[src/shared/scp_regs.svh]
`ifndef SCP_REGS_SVH
`define SCP_REGS_SVH
// pad b positions within one channel group, group stride per channel
`define SCP_P_RX 0
`define SCP_P_TX 1
`define SCP_P_BCLK 2
`define SCP_P_CTS 3
`define SCP_CH_STRIDE 4
// pad c positions, channel 1 completion outputs
`define SCP_C_RXI 0
`define SCP_C_TXI 1
// selection defaults after reset: every pin is a port pin
`define SCP_BSEL_RST 8'h00
`define SCP_CSEL_RST 2'h0
// timing counts in sample ticks and bits; transmit idle shift value
`define SCP_OVS_LAST 4'hF
`define SCP_MID 4'h7
`define SCP_AFRAME_LAST 4'h9
`define SCP_SBIT_LAST 4'h7
`define SCP_TX_IDLE_SHIFT 10'h3FF
`endif

[src/shared/scp_pkg.sv]
package scp_pkg;
    typedef enum logic [1:0] {TX_IDLE, TX_ASYNC, TX_SYNC, TX_SRX} scp_tx_state_t;
    typedef enum logic {RX_IDLE, RX_BUSY} scp_rx_state_t;
endpackage

[src/logic/scp_fifo2.sv]
`timescale 1ns/1ns
module scp_fifo2 (
    input wire logic clk,
    input wire logic resetn,
    input wire logic ce,
    input wire logic inValid,
    output logic inReady,
    input wire logic [7:0] inData,
    output logic outValid,
    input wire logic outReady,
    output logic [7:0] outData
);
    logic [7:0] mem_ff [2];
    logic wrPtr_ff;
    logic rdPtr_ff;
    logic [1:0] count_ff;
    logic push;
    logic pop;

    assign inReady = (count_ff != 2'h2);
    assign outValid = (count_ff != 2'h0);
    assign outData = mem_ff[rdPtr_ff];
    assign push = ce & inValid & inReady;
    assign pop = ce & outValid & outReady;

    always_ff @(posedge clk) begin
        if (push) begin
            mem_ff[wrPtr_ff] <= inData;
        end
    end

    always_ff @(posedge clk) begin
        if (!resetn) begin
            wrPtr_ff <= 1'b0;
            rdPtr_ff <= 1'b0;
            count_ff <= 2'h0;
        end else begin
            if (push) begin
                wrPtr_ff <= ~wrPtr_ff;
            end
            if (pop) begin
                rdPtr_ff <= ~rdPtr_ff;
            end
            case ({push, pop})
                2'b10: count_ff <= count_ff + 2'h1;
                2'b01: count_ff <= count_ff - 2'h1;
                default: count_ff <= count_ff;
            endcase
        end
    end
endmodule

[src/logic/scp_serial_pins.sv]
`timescale 1ns/1ns
`include "scp_regs.svh"
// Summary of operation
// async transmission waits while clear-to-send inactive; sync mode ignores it
// baud timing from internal or external clock
// external baud clock at most half clk
// synchronous mode: transmit pin is clock
// synchronous mode: receive pin bidirectional
// channel 1 transmit-complete interrupt output
// channel 1 receive-complete interrupt output
// serial pins selectable as port bits
// interrupt outputs selectable as port outputs
// pin selection registers with reset default
module scp_serial_pins (
    input wire logic clk,
    input wire logic resetn,
    input wire logic ce,
    input wire logic cfgLoad,
    input wire logic [7:0] cfgBSel,
    input wire logic [1:0] cfgCSel,
    input wire logic [1:0] syncMode,
    input wire logic [1:0] extClkSel,
    input wire logic [1:0] rxEnable,
    input wire logic [15:0] baudDiv,
    input wire logic [15:0] txData,
    input wire logic [1:0] txValid,
    output logic [1:0] txReady,
    output logic [15:0] rxData,
    output logic [1:0] rxValid,
    input wire logic [1:0] rxReady,
    input wire logic [1:0] irqAck,
    input wire logic [7:0] portBOut,
    input wire logic [7:0] portBDrv,
    input wire logic [1:0] portCOut,
    output logic [7:0] portBIn,
    input wire logic [7:0] padBIn,
    output logic [7:0] padBOut,
    output logic [7:0] padBOeN,
    output logic [1:0] padCOut
);
    logic [7:0] padMeta_ff;
    logic [7:0] padSync_ff;
    logic [7:0] selB_ff;
    logic [1:0] selC_ff;
    logic [7:0] serOut;
    logic [7:0] serOeN;
    logic [1:0] txDoneV;
    logic [1:0] rxDoneV;
    logic txIrq_ff;
    logic rxIrq_ff;
    logic [7:0] padBOut_ff;
    logic [7:0] padBOeN_ff;
    logic [1:0] padCOut_ff;

    // pads are asynchronous to clk; first stage read only by the second
    always_ff @(posedge clk) begin
        if (!resetn) begin
            padMeta_ff <= 8'h00;
            padSync_ff <= 8'h00;
        end else if (ce) begin
            padMeta_ff <= padBIn;
            padSync_ff <= padMeta_ff;
        end
    end
    assign portBIn = padSync_ff;

    always_ff @(posedge clk) begin
        if (!resetn) begin
            selB_ff <= `SCP_BSEL_RST;
            selC_ff <= `SCP_CSEL_RST;
        end else if (ce && cfgLoad) begin
            selB_ff <= cfgBSel;
            selC_ff <= cfgCSel;
        end
    end

    genvar ch;
    generate
        for (ch = 0; ch < 2; ch++) begin : g_ch
            localparam int B = ch * `SCP_CH_STRIDE;
            scp_pkg::scp_tx_state_t txState_ff;
            scp_pkg::scp_rx_state_t rxState_ff;
            logic [7:0] divCnt_ff;
            logic bclkPrev_ff;
            logic [3:0] txSub_ff;
            logic [3:0] txBit_ff;
            logic [9:0] txShift_ff;
            logic [3:0] rxSub_ff;
            logic [3:0] rxBit_ff;
            logic [7:0] rxShift_ff;
            logic bclkS;
            logic rxS;
            logic ctsOk;
            logic bclkEdge;
            logic tick;
            logic txqValid;
            logic [7:0] txqData;
            logic txqPop;
            logic rxqReady;
            logic aRxPush;
            logic sRxPush;
            logic rxPush;
            logic [7:0] rxWord;
            logic inSync;

            assign bclkS = padSync_ff[B + `SCP_P_BCLK];
            assign rxS = padSync_ff[B + `SCP_P_RX];
            // clear-to-send is active low; a port-mode pin never blocks
            assign ctsOk = ~selB_ff[B + `SCP_P_CTS] | ~padSync_ff[B + `SCP_P_CTS];
            // edge found by sampling, so the baud clock must stay below clk/2
            assign bclkEdge = bclkS & ~bclkPrev_ff;
            assign tick = ce & (extClkSel[ch] ? bclkEdge : (divCnt_ff == 8'h00));

            always_ff @(posedge clk) begin
                if (!resetn) begin
                    divCnt_ff <= 8'h00;
                    bclkPrev_ff <= 1'b0;
                end else if (ce) begin
                    divCnt_ff <= (divCnt_ff == 8'h00) ? baudDiv[ch*8 +: 8] : divCnt_ff - 8'h01;
                    bclkPrev_ff <= bclkS;
                end
            end

            scp_fifo2 u_txq (
                .clk(clk), .resetn(resetn), .ce(ce),
                .inValid(txValid[ch]), .inReady(txReady[ch]), .inData(txData[ch*8 +: 8]),
                .outValid(txqValid), .outReady(txqPop), .outData(txqData)
            );
            scp_fifo2 u_rxq (
                .clk(clk), .resetn(resetn), .ce(ce),
                .inValid(rxPush), .inReady(rxqReady), .inData(rxWord),
                .outValid(rxValid[ch]), .outReady(rxReady[ch]), .outData(rxData[ch*8 +: 8])
            );

            assign txqPop = tick & (txState_ff == scp_pkg::TX_IDLE) & txqValid & (syncMode[ch] | ctsOk);
            assign inSync = (txState_ff == scp_pkg::TX_SYNC) | (txState_ff == scp_pkg::TX_SRX);

            always_ff @(posedge clk) begin
                if (!resetn) begin
                    txState_ff <= scp_pkg::TX_IDLE;
                    txSub_ff <= 4'h0;
                    txBit_ff <= 4'h0;
                    txShift_ff <= `SCP_TX_IDLE_SHIFT;
                end else if (tick) begin
                    case (txState_ff)
                        scp_pkg::TX_IDLE: begin
                            txSub_ff <= 4'h0;
                            txBit_ff <= 4'h0;
                            if (txqPop) begin
                                txState_ff <= syncMode[ch] ? scp_pkg::TX_SYNC : scp_pkg::TX_ASYNC;
                                txShift_ff <= syncMode[ch] ? {2'b11, txqData} : {1'b1, txqData, 1'b0};
                            end else if (syncMode[ch] && rxEnable[ch] && rxqReady) begin
                                txState_ff <= scp_pkg::TX_SRX;
                            end
                        end
                        scp_pkg::TX_ASYNC: begin
                            txSub_ff <= txSub_ff + 4'h1;
                            if (txSub_ff == `SCP_OVS_LAST) begin
                                txShift_ff <= {1'b1, txShift_ff[9:1]};
                                txBit_ff <= txBit_ff + 4'h1;
                                if (txBit_ff == `SCP_AFRAME_LAST) begin
                                    txState_ff <= scp_pkg::TX_IDLE;
                                end
                            end
                        end
                        default: begin
                            // half-bit phase: low then high; receive samples at the end of high, as the
                            // pad input lags two flops; needs at least two clk per tick
                            txSub_ff <= {3'b000, ~txSub_ff[0]};
                            if (txSub_ff[0]) begin
                                txShift_ff <= {(txState_ff == scp_pkg::TX_SRX) ? rxS : 1'b1, txShift_ff[9:1]};
                                txBit_ff <= txBit_ff + 4'h1;
                                if (txBit_ff == `SCP_SBIT_LAST) begin
                                    txState_ff <= scp_pkg::TX_IDLE;
                                    txShift_ff <= `SCP_TX_IDLE_SHIFT;
                                end
                            end
                        end
                    endcase
                end
            end

            always_ff @(posedge clk) begin
                if (!resetn) begin
                    rxState_ff <= scp_pkg::RX_IDLE;
                    rxSub_ff <= 4'h0;
                    rxBit_ff <= 4'h0;
                    rxShift_ff <= 8'h00;
                end else if (tick) begin
                    case (rxState_ff)
                        scp_pkg::RX_IDLE: begin
                            rxSub_ff <= 4'h0;
                            rxBit_ff <= 4'h0;
                            if (!syncMode[ch] && rxEnable[ch] && !rxS) begin
                                rxState_ff <= scp_pkg::RX_BUSY;
                            end
                        end
                        default: begin
                            rxSub_ff <= rxSub_ff + 4'h1;
                            if (rxSub_ff == `SCP_MID) begin
                                rxBit_ff <= rxBit_ff + 4'h1;
                                // glitch on the start bit is dropped; stop bit ends early to resync
                                if ((rxBit_ff == 4'h0 && rxS) || rxBit_ff == `SCP_AFRAME_LAST) begin
                                    rxState_ff <= scp_pkg::RX_IDLE;
                                end else if (rxBit_ff != 4'h0) begin
                                    rxShift_ff <= {rxS, rxShift_ff[7:1]};
                                end
                            end
                        end
                    endcase
                end
            end

            // a full receive buffer drops the word; sync receive only starts with room
            assign aRxPush = tick & (rxState_ff == scp_pkg::RX_BUSY) & (rxSub_ff == `SCP_MID)
                & (rxBit_ff == `SCP_AFRAME_LAST) & rxS;
            assign sRxPush = tick & (txState_ff == scp_pkg::TX_SRX) & txSub_ff[0] & (txBit_ff == `SCP_SBIT_LAST);
            assign rxPush = aRxPush | sRxPush;
            assign rxWord = aRxPush ? rxShift_ff : {rxS, txShift_ff[9:3]};
            assign rxDoneV[ch] = rxPush & rxqReady;
            assign txDoneV[ch] = tick & (((txState_ff == scp_pkg::TX_ASYNC) & (txSub_ff == `SCP_OVS_LAST)
                & (txBit_ff == `SCP_AFRAME_LAST)) | ((txState_ff == scp_pkg::TX_SYNC) & txSub_ff[0]
                & (txBit_ff == `SCP_SBIT_LAST)));

            assign serOut[B + `SCP_P_TX] = syncMode[ch] ? (inSync ? txSub_ff[0] : 1'b1) : txShift_ff[0];
            assign serOeN[B + `SCP_P_TX] = 1'b0;
            assign serOut[B + `SCP_P_RX] = txShift_ff[0];
            assign serOeN[B + `SCP_P_RX] = ~(txState_ff == scp_pkg::TX_SYNC);
            assign serOut[B + `SCP_P_BCLK] = 1'b0;
            assign serOeN[B + `SCP_P_BCLK] = 1'b1;
            assign serOut[B + `SCP_P_CTS] = 1'b0;
            assign serOeN[B + `SCP_P_CTS] = 1'b1;

        end
    endgenerate

    // set wins over acknowledge
    always_ff @(posedge clk) begin
        if (!resetn) begin
            txIrq_ff <= 1'b0;
            rxIrq_ff <= 1'b0;
        end else if (ce) begin
            txIrq_ff <= txDoneV[1] | (txIrq_ff & ~irqAck[1]);
            rxIrq_ff <= rxDoneV[1] | (rxIrq_ff & ~irqAck[0]);
        end
    end

    // pins registered one cycle after the selection mux
    always_ff @(posedge clk) begin
        if (!resetn) begin
            padBOut_ff <= 8'h00;
            padBOeN_ff <= 8'hFF;
            padCOut_ff <= 2'h0;
        end else if (ce) begin
            padBOut_ff <= (selB_ff & serOut) | (~selB_ff & portBOut);
            padBOeN_ff <= (selB_ff & serOeN) | (~selB_ff & ~portBDrv);
            padCOut_ff[`SCP_C_TXI] <= selC_ff[`SCP_C_TXI] ? txIrq_ff : portCOut[`SCP_C_TXI];
            padCOut_ff[`SCP_C_RXI] <= selC_ff[`SCP_C_RXI] ? rxIrq_ff : portCOut[`SCP_C_RXI];
        end
    end
    assign padBOut = padBOut_ff;
    assign padBOeN = padBOeN_ff;
    assign padCOut = padCOut_ff;
endmodule

[config.mk]
export PLATFORM = sky130hd
export DESIGN_NAME = scp_serial_pins
export DESIGN_NICKNAME = d
export VERILOG_FILES = /design/src/shared/scp_pkg.sv /design/src/logic/scp_fifo2.sv /design/src/logic/scp_serial_pins.sv
export VERILOG_INCLUDE_DIRS = /design/src /design/src/shared
export SDC_FILE = /design/constraint.sdc
export NUM_CORES = 1
export LEC_CHECK = 0
export BUFFER_PORTS_ARGS = -buffer_cell sky130_fd_sc_hd__clkbuf_2
export CAP_MARGIN = 20
export CORE_MARGIN = 2
export CORE_UTILIZATION = 45
export DETAILED_ROUTE_END_ITERATION = 12
export GPL_ROUTABILITY_DRIVEN = 0
export PLACE_DENSITY = 0.65
export SKIP_CTS_REPAIR_TIMING = 1
export SLEW_MARGIN = 0
export SYNTH_ARGS = -nofsm -noshare
export SYNTH_HDL_FRONTEND = slang
export SYNTH_SLANG_ARGS = --single-unit
[constraint.sdc]
create_clock -name clk -period 3.8 [get_ports clk]
set_clock_uncertainty 0.15 [all_clocks]
set_input_delay 0.19 -clock clk [delete_from_list [all_inputs] [get_ports clk]]
set_output_delay 0.19 -clock clk [all_outputs]
set_load 0.02 [all_outputs]
==> summary.md <==
The tree built by TritonCTS fans out to 222 sinks. The worst max-slew margin expressed relative to the limit is 0.2649. The flow ran to the end, but the final reports show violations.

For the internal cell power, the log shows 4.281 mW. The tools report the clock root buffer as sky130_fd_sc_hd__clkbuf_16. The hold violation total from the final report came out at 6. The die is 156.9 um tall. The logs give 72 for the distinct cell type count of the synthesized netlist and 0.4784 ns for the setup slack after layout. The net switching share of the total power came out at 0.2813. The CTS H-tree depth is 1, and the worst hold path cell count is 4. The net load switching power is 1.676 mW, and the first-pass iteration count of the detailed router is 5. Setup slack of the worst register-to-register path: 0.48 ns. 130 I/O pins were placed. After detailed routing, the total wire length is 26040 um. The logs give 7843 for the via count of the first global-routing pass and 4.08 ns for the worst path required time. The worst setup path is launched from a flip-flop. Synthesis inferred 222 register bits. Placed instance area: 11370 um^2. The tools report the initial antenna violation count as 0.

Clock tree synthesis inserted a total of 23 buffers. For the overall track demand over capacity in global routing, the log shows 0.2020. Commonest register cell after synthesis: sky130_fd_sc_hd__dfxtp_1. The library cell used most frequently in the layout, excluding fill and tap cells, is sky130_fd_sc_hd__dfxtp_1. The routed length per instance came out at 16.82 um.

The maximum vdd drop was 0.0003625 V. The signal on the critical path passes through inv_1 > ha_1 > or4b_1 > o32a_4 > nor4_2 > ha_1 > or3_1 > a21oi_1. At the end of the flow, the number of nets in the layout was 1325. For the proportion of power drawn by the clock network, the log shows 0.376. For this design, the slowest cell found on the critical path is sky130_fd_sc_hd__or4b_1.

Compared with the post-synthesis result, the final layout area differs by 21.38%. Share of the clock period used by the worst path: 0.8741. The initial standard-cell utilization of the core was 0.4617; the delay of the slowest cell on the worst path was 0.63 ns. For the portion of the post-synthesis area used by sequential elements, the log shows 0.4835.

For this design the static power due to leakage is 4.744 nW. After routing, the total negative slack on setup checks comes to 0 ns. TritonCTS built the clock tree.

The tightest hold margin is -0.06266 ns, and the setup-violating endpoint count in the final report is 0. During placement, the flow inserted port buffers numbering 129. The fraction of registers with async set or reset after synthesis works out to 0.

The final reports fail on negative hold slack. The final-layout fill cell count is 1993, and the logic depth of the worst register-to-register path is 8. The number of antenna diodes in the final layout is 0. The die is 156.9 um wide.

The family with the most delay on the worst path is simple AND/OR/NAND/NOR gates. After legalization and detailed placement, the total HPWL measured 17200 um. Summing all non-filler instances in the final layout gives an area of 12760 um^2. The floorplan has 55 rows.

The cell type with the highest occurrence count on the critical path was sky130_fd_sc_hd__ha_1. For the post-synthesis instance area, the log shows 10520 um^2. The count of final max-slew check failures is 0. The post-detailed-route count of antenna-violating nets was 0; the synthesized area per cell was 9.930 um^2. The critical path data arrival time came out at 3.60 ns. The critical path endpoint category was a flip-flop. The vias per cell was 5.573; the placeable core region was 22780 um^2. The logs give 541 for the initial DRC count and 50 for the maximum number of pins on one net before global-route repair.

After clock tree synthesis, the clock-pin slew on the worst setup and hold paths is 0.06 ns. Setup repair after global routing left no endpoint under its margin. The power density over the cells is 466.7 nW/um^2, and the total of warnings raised by yosys is 0. The routed design could run at a clock period as short as 3.322 ns. The proportion of layout cells with a drive suffix above 1 is 0.2008, and the sequential share of power is 0.445.

In the routed design, unresolved DRC markers number 0. Buffers plus inverters on the worst setup path: 1. The clock latency on the worst-skew pair came out at 0.51 ns. The tools report the die footprint as 24610 um^2. Along the worst path, the maximum fanout reaches 25.

In this run the worst hold path is classified as in2reg. The first global-routing pass estimated 40610 um of wire. The global-route congestion overflow total is 0. The number of nets produced by synthesis was 1165; the worst slack at placement was 0.4732 ns. The critical path start-end classification is reg2reg. Leaving out fill and tap cells, the most frequent cells in the layout are 158 x sky130_fd_sc_hd__dfxtp_1, 128 x sky130_fd_sc_hd__clkbuf_2, 87 x sky130_fd_sc_hd__nand2_1, 74 x sky130_fd_sc_hd__nor2_1, 67 x sky130_fd_sc_hd__a21oi_1.

In the synthesized netlist, the number of instances is 1059. The synthesized design contains 64 enable-type register cells. In this run the deepest clock path goes through 3 buffers. The critical path crosses 8 cells after its start point. The via count is 8627, and the number of maximum-capacitance violations is 0.

The logic gate share of total power is 0.179, and the highest clock frequency the design can meet is 0.3011 GHz. The actual slew at the worst max-slew pin is 1.099 ns.
-- metal layers --
metal	track usage	share of wire
met2	0.3124	0.46
met5	0	0
met4	0.04631	0.016
met1	0.2898	0.47
met3	0.04320	0.057
-- state kept, by name, summed over array words and instances (netlist names), 4 cells and up, named ones only --
| name | flops |
|---|---|
| g_ch.u_rxq.mem_ff | 32 |
| g_ch.u_txq.mem_ff | 32 |
| g_ch.txShift_ff | 20 |
| g_ch.divCnt_ff | 16 |
| g_ch.rxShift_ff | 16 |
| g_ch.rxBit_ff | 8 |
| g_ch.rxSub_ff | 8 |
| g_ch.txBit_ff | 8 |
| g_ch.txSub_ff | 8 |
| padBOeN | 8 |
| padBOut | 8 |
| padMeta_ff | 8 |
| portBIn | 8 |
| selB_ff | 8 |
| g_ch.txState_ff | 4 |
| g_ch.u_rxq.count_ff | 4 |
| g_ch.u_txq.count_ff | 4 |
-- power groups by stage --
stage | sequential, mW | combinational (mW) | clock (mW)
2_1_floorplan | 2.68 | 0.746 | 0
3_3_place_gp | 2.69 | 0.991 | 0
3_5_place_dp | 2.70 | 0.997 | 0
4_1_cts | 2.65 | 1.00 | 2.28
5_1_grt | 2.67 | 1.18 | 2.37
6_report | 2.65 | 1.06 | 2.24
-- worst register-to-register path, delay by kind of cell, from the launching register on --
family                     cells  cell delay, ns
and+or+nand+nor                3            1.48
AOI/OAI and AO/OA              2            0.71
adders and majority gates      2            0.50
DFF                            1            0.34
buffers and inverters          1            0.09
-- through the flow --
| step | std cells | util | hold slack (ns) | total power [mW] |
|---|---|---|---|---|
| detailed placement | 1441 | 0.4990 | 0.2330 | 3.696 |
| global placement | 1441 | 0.4990 | 0.2298 | 3.686 |
| global route | 1548 | 0.5604 | 0.0006147 | 6.216 |
| CTS | 1482 | 0.5314 | -0.3000 | 5.928 |
| finish | 1548 | 0.5604 | -0.06266 | 5.957 |
| floorplan | 1059 | - | 0.1389 | 3.426 |
-- cell type report --
cell class	count	area, um^2	share of cell area
flip-flops and latches	222	5085	0.3984
multi-input cells	735	5022	0.3935
well taps	313	391.6	0.03068
clock buffers	28	594.3	0.04656
inverters	26	100.1	0.007842
repair buffers	211	1429	0.1119
clock inverters	13	142.6	0.01117
-- cells in the mapped netlist, types with 4 or more instances --
library cell	instances	area (um^2)
sky130_fd_sc_hd__a211o_1	4	35.03
sky130_fd_sc_hd__a211oi_1	21	157.7
sky130_fd_sc_hd__a21boi_0	4	30.03
sky130_fd_sc_hd__a21oi_1	67	335.3
sky130_fd_sc_hd__a221oi_1	6	52.55
sky130_fd_sc_hd__a31oi_1	4	25.02
sky130_fd_sc_hd__a32o_1	7	70.07
sky130_fd_sc_hd__and2_1	5	31.28
sky130_fd_sc_hd__and3_1	11	68.82
sky130_fd_sc_hd__buf_1	9	33.78
sky130_fd_sc_hd__buf_2	4	20.02
sky130_fd_sc_hd__buf_4	4	30.03
sky130_fd_sc_hd__clkbuf_1	57	214.0
sky130_fd_sc_hd__dfxtp_1	158	3163
sky130_fd_sc_hd__edfxtp_1	64	1922
sky130_fd_sc_hd__ha_1	22	275.3
sky130_fd_sc_hd__inv_1	24	90.09
sky130_fd_sc_hd__mux2_2	46	518.0
sky130_fd_sc_hd__mux2i_1	50	500.5
sky130_fd_sc_hd__mux4_2	7	157.7
sky130_fd_sc_hd__nand2_1	87	326.6
sky130_fd_sc_hd__nand2b_1	19	118.9
sky130_fd_sc_hd__nand3_1	50	250.2
sky130_fd_sc_hd__nand3b_1	18	135.1
sky130_fd_sc_hd__nand4_1	14	87.58
sky130_fd_sc_hd__nor2_1	74	277.8
sky130_fd_sc_hd__nor2b_1	10	62.56
sky130_fd_sc_hd__nor3_1	13	65.06
sky130_fd_sc_hd__nor4_1	7	43.79
sky130_fd_sc_hd__o2111ai_1	6	52.55
sky130_fd_sc_hd__o211ai_1	8	60.06
sky130_fd_sc_hd__o21a_1	5	37.54
sky130_fd_sc_hd__o21ai_0	64	320.3
sky130_fd_sc_hd__o22ai_1	4	25.02
sky130_fd_sc_hd__o2bb2ai_1	4	35.03
sky130_fd_sc_hd__o31ai_1	5	37.54
sky130_fd_sc_hd__o32a_1	7	70.07
sky130_fd_sc_hd__or2_2	6	37.54
sky130_fd_sc_hd__or3_1	11	68.82
sky130_fd_sc_hd__or4_1	10	75.07
sky130_fd_sc_hd__xnor2_1	8	70.07
sky130_fd_sc_hd__xor2_1	4	35.03
-- cells by family (layout without fill, tap and decap cells) --
logic type	Yosys count	in the layout	synth area share
and+or+nand+nor	349	349	0.1695
xor gates and xnor gates	12	12	0.009994
adders and majority gates	22	22	0.02617
AOI/OAI and AO/OA	249	249	0.1592
DFF	222	222	0.4835
buffers and inverters	102	278	0.03974
muxes	103	103	0.1118
-- final timing paths --
kind,startpoint,endpoint
setup / recovery,g_ch[0].divCnt_ff[0],g_ch[0].u_txq.count_ff[1]
setup reg to reg,g_ch[0].divCnt_ff[0],g_ch[0].u_txq.count_ff[1]
hold reg to reg,padBOut[2],padBOut[2]
hold / removal,baudDiv[2],g_ch[0].divCnt_ff[2]
No activity file was read; power rests on OpenSTA's default activity.
